<file path="config.mk">
export PLATFORM = sky130hd
export DESIGN_NAME = cpbi_bus_port
export DESIGN_NICKNAME = d
export VERILOG_FILES = /design/src/design/cpbi_pkg.sv /design/src/design/cpbi_fp_state.sv /design/src/design/cpbi_bus_port.sv
export SDC_FILE = /design/constraint.sdc
export NUM_CORES = 2
export LEC_CHECK = 0
export BUFFER_PORTS_ARGS = -buffer_cell sky130_fd_sc_hd__buf_2
export CORE_MARGIN = 1
export CORE_UTILIZATION = 50
export CTS_CLUSTER_SIZE = 40
export DETAILED_ROUTE_END_ITERATION = 10
export GPL_TIMING_DRIVEN = 0
export PLACE_DENSITY = 0.7
export RECOVER_POWER = 50
export SLEW_MARGIN = 10
export SYNTH_ARGS = -nofsm -noshare
export SYNTH_HDL_FRONTEND = slang
export SYNTH_SLANG_ARGS = --single-unit
</file>
<file path="constraint.sdc">
create_clock -name clk -period 3.8 [get_ports clk]
set_input_delay 0.76 -clock clk [delete_from_list [all_inputs] [get_ports clk]]
set_output_delay 0.76 -clock clk [all_outputs]
set_load 0.1 [all_outputs]
</file>
<file path="src/design/cpbi_pkg.sv">
// Shared constants and types of the coprocessor host bus interface.
package cpbi_pkg;

	// ----------------------------------------------------------------
	// Clock and timing
	// ----------------------------------------------------------------
	localparam int CPBI_CLK_MHZ = 250;
	localparam int CPBI_PULLUP_TIME_NS = 8;
	localparam int CPBI_PULLUP_CYC_RAW = (CPBI_PULLUP_TIME_NS * CPBI_CLK_MHZ + 999) / 1000;
	localparam int CPBI_PULLUP_CYC = (CPBI_PULLUP_CYC_RAW < 1) ? 1 : CPBI_PULLUP_CYC_RAW;
	localparam int CPBI_CNT_W = 4;
	localparam logic [CPBI_CNT_W-1:0] CPBI_PULLUP_LAST = CPBI_CNT_W'(CPBI_PULLUP_CYC - 1);

	// ----------------------------------------------------------------
	// Data lane layout
	// ----------------------------------------------------------------
	localparam logic [3:0] CPBI_LANES_ALL = 4'hF;
	localparam logic [3:0] CPBI_LANES_UPPER_HALF = 4'hC;
	localparam logic [3:0] CPBI_LANES_TOP_BYTE = 4'h8;

	// ----------------------------------------------------------------
	// Floating-point state layout and reset values
	// ----------------------------------------------------------------
	localparam int CPBI_FP_REGS = 8;
	localparam int CPBI_FP_W = 80;
	localparam logic [CPBI_FP_W-1:0] CPBI_FP_QNAN = 80'h7FFF_FFFF_FFFF_FFFF_FFFF;
	localparam logic [3:0] CPBI_SEL_CTRL = 4'h8;
	localparam logic [3:0] CPBI_SEL_STATUS = 4'h9;
	localparam logic [3:0] CPBI_SEL_IADDR = 4'hA;

	typedef enum logic [1:0] {CPBI_MODE_8, CPBI_MODE_16, CPBI_MODE_32} cpbi_mode_e;
	typedef enum logic [2:0] {ST_IDLE, ST_SKIP, ST_WAIT_DATA, ST_REQ, ST_ACK, ST_PULLUP} cpbi_state_e;

	typedef struct packed {
		logic [CPBI_FP_REGS-1:0][CPBI_FP_W-1:0] data;
		logic [31:0] ctrl;
		logic [31:0] status;
		logic [31:0] iaddr;
		logic [CPBI_FP_W-1:0] rd;
	} cpbi_fp_s;

	localparam cpbi_fp_s CPBI_FP_RST = '{
		data: {CPBI_FP_REGS{CPBI_FP_QNAN}},
		ctrl: 32'h0000_0000,
		status: 32'h0000_0000,
		iaddr: 32'h0000_0000,
		rd: 80'h0
	};

endpackage

</file>
<file path="src/design/cpbi_fp_state.sv">
// Floating-point register state with its reset initialisation.
`timescale 1ns/10ps
`default_nettype none
module cpbi_fp_state
	import cpbi_pkg::*;
(
	input wire logic clk,
	input wire logic rst,
	input wire logic wr_en,
	input wire logic [3:0] wr_sel,
	input wire logic [CPBI_FP_W-1:0] wr_data,
	input wire logic [3:0] rd_sel,
	output logic [CPBI_FP_W-1:0] rd_data
);

	cpbi_fp_s q, d;

	always_comb begin
		d = q;
		if (wr_en) begin
			if (wr_sel == CPBI_SEL_CTRL) begin
				d.ctrl = wr_data[31:0];
			end else if (wr_sel == CPBI_SEL_STATUS) begin
				d.status = wr_data[31:0];
			end else if (wr_sel == CPBI_SEL_IADDR) begin
				d.iaddr = wr_data[31:0];
			end else if (!wr_sel[3]) begin
				d.data[wr_sel[2:0]] = wr_data;
			end
		end
		if (rd_sel == CPBI_SEL_CTRL) begin
			d.rd = {48'h0, q.ctrl};
		end else if (rd_sel == CPBI_SEL_STATUS) begin
			d.rd = {48'h0, q.status};
		end else if (rd_sel == CPBI_SEL_IADDR) begin
			d.rd = {48'h0, q.iaddr};
		end else if (!rd_sel[3]) begin
			d.rd = q.data[rd_sel[2:0]];
		end else begin
			d.rd = 80'h0;
		end
	end

	// Reset loads quiet NaNs and clears control, status and address.
	always_ff @(posedge clk) begin
		if (rst) begin
			q <= CPBI_FP_RST;
		end else begin
			q <= d;
		end
	end

	assign rd_data = q.rd;
endmodule
`default_nettype wire

</file>
<file path="src/design/cpbi_bus_port.sv">
// Host bus port of the floating-point coprocessor with acknowledge encoding.
// Summary of operation
// - All host traffic uses ordinary asynchronous strobed bus cycles.
// - Strap high and low address bit high select 32-bit bus.
// - Strap high and low address bit low select 16-bit bus.
// - Strap low selects 8-bit bus regardless of other straps.
// - Direction high means host read, low means host write.
// - On selected read, acknowledge signals read data; both are driven on the same clock.
// - On selected write, acknowledge signals the data was accepted.
// - 32-bit mode, address bit four set: both acknowledges asserted.
// - 32-bit mode, address bit four clear: word acknowledge only, upper half.
// - 16-bit mode: word acknowledge only, byte acknowledge negated.
// - 8-bit mode: byte acknowledge only, word acknowledge never.
// - Both acknowledges negated means wait states; device may delay them.
// - After a strobe rises, drive acknowledges high briefly, then release.
// - Reset loads data registers with quiet NaN, clears control registers.
// - Five low address inputs select the interface register.
// - In 8-bit mode the low address bit is a live byte select.
`timescale 1ns/10ps
`default_nettype none
module cpbi_bus_port
	import cpbi_pkg::*;
(
	input wire logic clk,
	input wire logic rst,
	input wire logic address_strobe_n,
	input wire logic data_strobe_n,
	input wire logic chip_select_n,
	input wire logic read_write,
	input wire logic width_strap_n,
	input wire logic low_address_bit,
	input wire logic address_bit_four,
	input wire logic [2:0] address_mid,
	input wire logic [31:0] data_in,
	output logic [31:0] data_out,
	output logic [3:0] data_oe,
	output logic byte_port_acknowledge_n,
	output logic byte_port_acknowledge_oe,
	output logic word_port_acknowledge_n,
	output logic word_port_acknowledge_oe,
	output logic [4:0] reg_select,
	output logic reg_request,
	output logic reg_write,
	output logic [31:0] reg_wdata,
	input wire logic [31:0] reg_rdata,
	input wire logic reg_ready,
	output logic [1:0] bus_mode,
	input wire logic fp_wr_en,
	input wire logic [3:0] fp_wr_sel,
	input wire logic [CPBI_FP_W-1:0] fp_wr_data,
	input wire logic [3:0] fp_rd_sel,
	output logic [CPBI_FP_W-1:0] fp_rd_data
);

	// ----------------------------------------------------------------
	// State
	// ----------------------------------------------------------------
	// Pin synchronisers hold stage 0 in bit 0 and stage 1 in bit 1.
	// Strobes and chip select are stored asserted-high.
	typedef struct packed {
		logic [1:0] as_on;
		logic [1:0] dstb_on;
		logic [1:0] cs_on;
		logic [1:0] rw;
		logic [1:0] strap;
		logic [1:0] lsb;
		logic [1:0][3:0] addr;
		logic [1:0][31:0] din;
		cpbi_mode_e mode;
		cpbi_state_e st;
		logic dstb_seen;
		logic [4:0] sel;
		logic wr;
		logic req;
		logic [31:0] wdata;
		logic [31:0] dout;
		logic [3:0] doe;
		logic bk_on;
		logic bk_oe;
		logic wk_on;
		logic wk_oe;
		logic [CPBI_CNT_W-1:0] cnt;
	} cpbi_port_s;

	cpbi_port_s q, d;

	// ----------------------------------------------------------------
	// Next state
	// ----------------------------------------------------------------
	always_comb begin
		d = q;
		d.req = 1'b0;
		d.as_on = {q.as_on[0], ~address_strobe_n};
		d.dstb_on = {q.dstb_on[0], ~data_strobe_n};
		d.cs_on = {q.cs_on[0], ~chip_select_n};
		d.rw = {q.rw[0], read_write};
		d.strap = {q.strap[0], width_strap_n};
		d.lsb = {q.lsb[0], low_address_bit};
		d.addr = {q.addr[0], {address_bit_four, address_mid}};
		d.din = {q.din[0], data_in};

		if (!q.strap[1]) begin
			d.mode = CPBI_MODE_8;
		end else if (q.lsb[1]) begin
			d.mode = CPBI_MODE_32;
		end else begin
			d.mode = CPBI_MODE_16;
		end

		case (q.st)
			ST_IDLE: begin
				d.dstb_seen = 1'b0;
				if (q.as_on[1]) begin
					// The host guarantees select, direction and address are settled here.
					if (q.cs_on[1]) begin
						d.sel = {q.addr[1], q.lsb[1]};
						d.wr = ~q.rw[1];
						if (q.rw[1]) begin
							d.req = 1'b1;
							d.st = ST_REQ;
						end else begin
							d.st = ST_WAIT_DATA;
						end
					end else begin
						d.st = ST_SKIP;
					end
				end
			end
			ST_SKIP: begin
				if (!q.as_on[1]) begin
					d.st = ST_IDLE;
				end
			end
			ST_WAIT_DATA: begin
				if (!q.as_on[1]) begin
					d.st = ST_IDLE;
				end else if (q.dstb_on[1]) begin
					d.dstb_seen = 1'b1;
					d.wdata = q.din[1];
					d.req = 1'b1;
					d.st = ST_REQ;
				end
			end
			ST_REQ: begin
				// Acknowledges stay negated here, which stretches the host cycle.
				d.dstb_seen = q.dstb_seen | q.dstb_on[1];
				if (!q.as_on[1]) begin
					d.st = ST_IDLE;
				end else if (reg_ready) begin
					d.st = ST_ACK;
					d.bk_oe = 1'b1;
					d.wk_oe = 1'b1;
					case (q.mode)
						CPBI_MODE_32: begin
							d.bk_on = q.sel[4];
							d.wk_on = 1'b1;
						end
						CPBI_MODE_16: begin
							d.bk_on = 1'b0;
							d.wk_on = 1'b1;
						end
						default: begin
							d.bk_on = 1'b1;
							d.wk_on = 1'b0;
						end
					endcase
					if (!q.wr) begin
						// Sixteen-bit registers always sit on the upper data half.
						case (q.mode)
							CPBI_MODE_32: begin
								d.dout = q.sel[4] ? reg_rdata : {reg_rdata[15:0], 16'h0000};
								d.doe = q.sel[4] ? CPBI_LANES_ALL : CPBI_LANES_UPPER_HALF;
							end
							CPBI_MODE_16: begin
								d.dout = {reg_rdata[15:0], 16'h0000};
								d.doe = CPBI_LANES_UPPER_HALF;
							end
							default: begin
								d.dout = {reg_rdata[7:0], 24'h00_0000};
								d.doe = CPBI_LANES_TOP_BYTE;
							end
						endcase
					end
				end
			end
			ST_ACK: begin
				d.dstb_seen = q.dstb_seen | q.dstb_on[1];
				if (!q.as_on[1] || (q.dstb_seen && !q.dstb_on[1])) begin
					d.bk_on = 1'b0;
					d.wk_on = 1'b0;
					d.doe = 4'h0;
					d.cnt = CPBI_PULLUP_LAST;
					d.st = ST_PULLUP;
				end
			end
			ST_PULLUP: begin
				if (q.cnt == '0) begin
					d.bk_oe = 1'b0;
					d.wk_oe = 1'b0;
					d.st = ST_IDLE;
				end else begin
					d.cnt = q.cnt - 1'b1;
				end
			end
			default: begin
				d.st = ST_IDLE;
			end
		endcase
	end

	always_ff @(posedge clk) begin
		if (rst) begin
			q <= '0;
		end else begin
			q <= d;
		end
	end

	// ----------------------------------------------------------------
	// Outputs
	// ----------------------------------------------------------------
	assign data_out = q.dout;
	assign data_oe = q.doe;
	assign byte_port_acknowledge_n = ~q.bk_on;
	assign byte_port_acknowledge_oe = q.bk_oe;
	assign word_port_acknowledge_n = ~q.wk_on;
	assign word_port_acknowledge_oe = q.wk_oe;
	assign reg_select = q.sel;
	assign reg_request = q.req;
	assign reg_write = q.wr;
	assign reg_wdata = q.wdata;
	assign bus_mode = q.mode;

	cpbi_fp_state u_fp_state (
		.clk(clk),
		.rst(rst),
		.wr_en(fp_wr_en),
		.wr_sel(fp_wr_sel),
		.wr_data(fp_wr_data),
		.rd_sel(fp_rd_sel),
		.rd_data(fp_rd_data)
	);
endmodule
`default_nettype wire

</file>
==> parameters.txt <==
Parameter                              Value

Floorplanning
  Initial cell density of the core ... 0.5050
  Cell row count ... approximately 100
  Ports placed on the boundary ... around 330
  Core area ... 78870 µm²
  Floorplan die width ... approximately 280 µm
  Die area ... between 80000 and 90000 µm²
  Die height ... 284.2 µm

Clocking
  Skew-Pair Late Insertion Delay ... 0.67 ns
  TritonCTS clock tree ... done
  CTS sink cnt ... 987
  Root cell of the clock tree ... sky130_fd_sc_hd__clkbuf_16
  Cells resized by post-CTS repair ... 0
  Clock transition at the registers of the reported paths ... around 0.060 ns
  Number of buffers inserted during clock tree synthesis ... 102
  Maximum clock insertion buffer count ... 3
  Total number of H-tree levels ... 3
  Number of setup buffers added after CTS ... 0
  Post-cts hold buffer count ... 0

Pwr
  Total power per unit cell area ... 500.3 nW/µm²
  Total power ... 22.95 mW
  Sw frac ... 0.2503
  Switching component of the power ... 5.745 mW
  Seq pwr share ... 0.467
  Leakage power of the design ... 19.95 nW
  Combinational Power Share ... 0.084
  Max rail drop VDD ... 0.4373 mV
  Cell Int Power ... 17.21 mW
  Power share of the clock group ... 0.449

Route
  Met2 routed WL ... between 50 and 60 mm
  Drt via density ... 5.600
  Remaining number of nets flagged by the antenna check after routing ... 0
  Met1 Wirelength ... 49.18 mm
  DR WL/cell ... between 20 and 25 µm
  Final wirelength ... 125.3 mm
  Final routed DRC violation total ... 0
  Highest Signal Layer ... met5
  Detailed-routing iteration count for the pre-antenna-repair pass ... 8
  Total via count in the routed design ... 34.73k
  DRT iter0 DRCs ... 3668
  Met3 Routed Length ... 12.27 mm

Cells and area
  Final #Nets ... ~5.2k
  Layout cell share with drive strength beyond 1 ... 0.1430
  Most common cell after layout, fill and taps aside ... sky130_fd_sc_hd__nand2_1
  Area growth from synthesis to layout ... 15.18%
  Fill cells ... ~7k
  Final standard cell area without fillers ... 45880 µm²
  Most used cells in the layout excluding fill and tap cells ... sky130_fd_sc_hd__nand2_1, sky130_fd_sc_hd__dfxtp_1, sky130_fd_sc_hd__nand3_1
  Number of standard cells in the final layout excluding fillers ... 6202

Placement
  Final estimated routing congestion in global placement ... 0.9607
  Setup Slack @ Placement ... about 0.30 ns
  Buffers added on ports ... 274
  HPWL after detailed placement ... 87.15 mm
  Total placed instance area ... around 43000 µm²
  Placed insts ... 6012

Synth
  Gate Count Post-Synth ... 4684
  Warnings from Yosys ... 0
  EDFF count, synth ... 0
  Sequential element share of the synthesized area ... 0.4961
  Async SR Flop Fraction ... 0
  Number of synthesized register bits ... 987
  Largest family of logic cells by synthesized area ... simple AND/OR/NAND/NOR gates
  Post-synthesis cell type with the largest combined area ... sky130_fd_sc_hd__dfxtp_1
  Dominant register cell in the synthesized netlist ... sky130_fd_sc_hd__dfxtp_1
  Synthesized area per cell ... about 8.5 µm²
  Synth top area cells ... sky130_fd_sc_hd__dfxtp_1, sky130_fd_sc_hd__nand2_1, sky130_fd_sc_hd__nand3_1, sky130_fd_sc_hd__mux4_2, sky130_fd_sc_hd__mux2i_1
  Share of the synthesized netlist area taken by xor and xnor gates ... 0
  Synth Net Count ... 4854
  Netlist cell types ... 48
  Share of synthesized cell area in and, or, nand and nor gates ... 0.2636
  Area of the mapped netlist ... 39830 µm²
  Share of the synthesized area in compound gates (AO/OA/AOI/OAI) ... 0.05136
  Fraction of post-synthesis cell area in the top cell type by area ... 0.4961
  Adder and majority cell fraction of the synthesized area ... 0.001257
  Post-synthesis mux area share ... 0.1109

Timing
  Setup violators final ... 0
  Tightest hold margin ... 0.2483 ns
  Post-route clock period utilization ... 0.8247
  Transition at the pin with the smallest max-transition slack ... 1.846 ns
  Max-slew violation total from the final report ... 18
  Shortest period the worst path allows ... 3.134 ns
  Max-slew headroom at the worst pin ... -0.2402
  Minimum setup slack in the final design ... 0.6662 ns
  Clk_skew ... 0.03175 ns
  Peak Freq ... approximately 320 MHz
  Setup repair after global routing missed its margin ... no
  Final number of hold-violating endpoints ... 0

Setup path
  Critical path launch point ... fp_wr_sel[3]
  Register-to-register setup slack ... 1.15 ns
  CP Data Arrival Time ... 3.73 ns
  CP Capture Point ... u_fp_state.q[255]
  Depth of the worst register-to-register path ... 8
  Startpoint Class ... input pin
  Crit path capture type ... register
  Reg-to-Reg End ... data_out[13]
  Startpoint of the worst-slack reg-to-reg timing path ... bus_mode[0]
  Worst Path Required ... 4.40 ns
  Critical Setup Path Class ... input pin to register
  CP Max Fanout ... 10

Worst hold path
  Kind of path behind the tightest hold check ... input pin to register

Run status
  Violations in the final reports ... max-capacitance violations, max-slew violations
  Status ... complete, but fails checks

GRT
  Number of antenna violations at the first check in global routing ... 12
  Maximum number of pins on one net before global-route repair ... 15
  Overall Global Routing Usage ... 0.3001
  Total congestion overflow after global routing ... 0
  Vias in the first global route ... about 32k
  First-pass GRT wire length ... 189.3 mm

Job
  Number of max-cap violations ... 2
==> cell type report <==
type                       count  area (µm²)  share of cell area
clock buffer                 147        2977             0.06488
inverter                      10       37.54           0.0008182
buffer                       593        3009             0.06559
timing repair buffer         278        1280             0.02790
clock inverter                38       465.4             0.01015
antenna                        5       12.51           0.0002727
sequential                   987       19760              0.4307
tap                         1050        1314             0.02864
multi-input combinational   3094       17020              0.3710
==> cells by family (layout without fill, tap and decap cells) <==
logic type      Yosys count  count (layout)
compound gates          333             333
buf+inv                 603            1066
simple gates           2476            2476
fa+ha+maj                 4               4
other cells               0               5
flops                   987             987
mux                     281             281
==> state kept, by name, indices dropped and copies added (netlist names) <==
| register | count |
|---|---|
| bus_mode | 2 |
| u_fp_state.q | 736 |
| data_oe | 3 |
| reg_select | 5 |
| data_out | 32 |
| u_fp_state.rd_data | 80 |
| byte_port_acknowledge_oe | 1 |
| reg_request | 1 |
| reg_write | 1 |
| reg_wdata | 32 |
| d | 42 |
| q | 52 |
==> power by group through the flow <==
stage / sequential (mW) / combinational [mW] / clock (mW)
2_1_floorplan: 10.9 / 1.36 / 0
3_3_place_gp: 10.9 / 1.89 / 0
3_5_place_dp: 10.9 / 1.92 / 0
4_1_cts: 10.7 / 1.93 / 10.4
5_1_grt: 10.7 / 2.04 / 10.8
6_report: 10.7 / 1.93 / 10.3
==> per-stage QoR <==
| stage | utilization | setup TNS (ns) |
|---|---|---|
| 3_5_place_dp | 0.5398 | 0 |
| 5_1_grt | 0.5815 | 0 |
| 3_3_place_gp | 0.5390 | -2.682 |
| 4_1_cts | 0.5834 | 0 |
| 6_report | 0.5817 | 0 |
| 2_1_floorplan | - | 0 |
==> routing by layer <==
| metal | up-vias | GRT usage |
|---|---|---|
| li1 | 16170 | - |
| met1 | 16560 | 0.3875 |
| met2 | 1674 | 0.4857 |
| met3 | 312 | 0.06404 |
| met4 | 18 | 0.1261 |
| met5 | - | 0 |
==> synth_stat cells, types with 3 or more instances <==
| master | instances |
|---|---|
| sky130_fd_sc_hd__nor2b_1 | 88 |
| sky130_fd_sc_hd__o2bb2ai_1 | 32 |
| sky130_fd_sc_hd__nand3_1 | 651 |
| sky130_fd_sc_hd__ha_1 | 4 |
| sky130_fd_sc_hd__a211oi_1 | 11 |
| sky130_fd_sc_hd__o2111ai_1 | 3 |
| sky130_fd_sc_hd__buf_6 | 8 |
| sky130_fd_sc_hd__nor2_1 | 84 |
| sky130_fd_sc_hd__nand2_1 | 1597 |
| sky130_fd_sc_hd__dfxtp_1 | 987 |
| sky130_fd_sc_hd__buf_1 | 7 |
| sky130_fd_sc_hd__mux2i_1 | 151 |
| sky130_fd_sc_hd__nor3_1 | 15 |
| sky130_fd_sc_hd__buf_4 | 163 |
| sky130_fd_sc_hd__o21ai_0 | 36 |
| sky130_fd_sc_hd__a21oi_1 | 194 |
| sky130_fd_sc_hd__or3_1 | 5 |
| sky130_fd_sc_hd__nor3b_1 | 3 |
| sky130_fd_sc_hd__inv_1 | 9 |
| sky130_fd_sc_hd__buf_2 | 99 |
| sky130_fd_sc_hd__a222oi_1 | 8 |
| sky130_fd_sc_hd__nand2b_1 | 7 |
| sky130_fd_sc_hd__clkbuf_1 | 316 |
| sky130_fd_sc_hd__mux4_2 | 128 |
| sky130_fd_sc_hd__and3b_1 | 3 |
| sky130_fd_sc_hd__a221oi_1 | 40 |
| sky130_fd_sc_hd__nor2_2 | 3 |
| sky130_fd_sc_hd__nand4_1 | 3 |
| sky130_fd_sc_hd__o21a_1 | 3 |
==> worst max-delay path, stage by stage <==
cell and delay, ns:
sky130_fd_sc_hd__clkbuf_1 0.14, sky130_fd_sc_hd__or3b_1 0.38, sky130_fd_sc_hd__clkbuf_1 0.16, sky130_fd_sc_hd__nor3_1 1.40, sky130_fd_sc_hd__clkbuf_1 0.60, sky130_fd_sc_hd__nand2_1 0.14
sky130_fd_sc_hd__a21oi_1 0.14
==> how the worst min path moves through the flow <==
stage                   from  slack (ns)  cells past startpoint          end
3_3_place_gp          d[146]        0.42                      1       q[146]
3_5_place_dp          d[145]        0.42                      1       q[145]
6_report       data_strobe_n        0.25                      2       d[170]
4_1_cts        data_strobe_n        0.22                      2       d[170]
2_1_floorplan         q[162]        0.41                      1  bus_mode[0]
5_1_grt        data_strobe_n        0.23                      2       d[170]
Note: power is estimated with default switching activity, not from simulation.
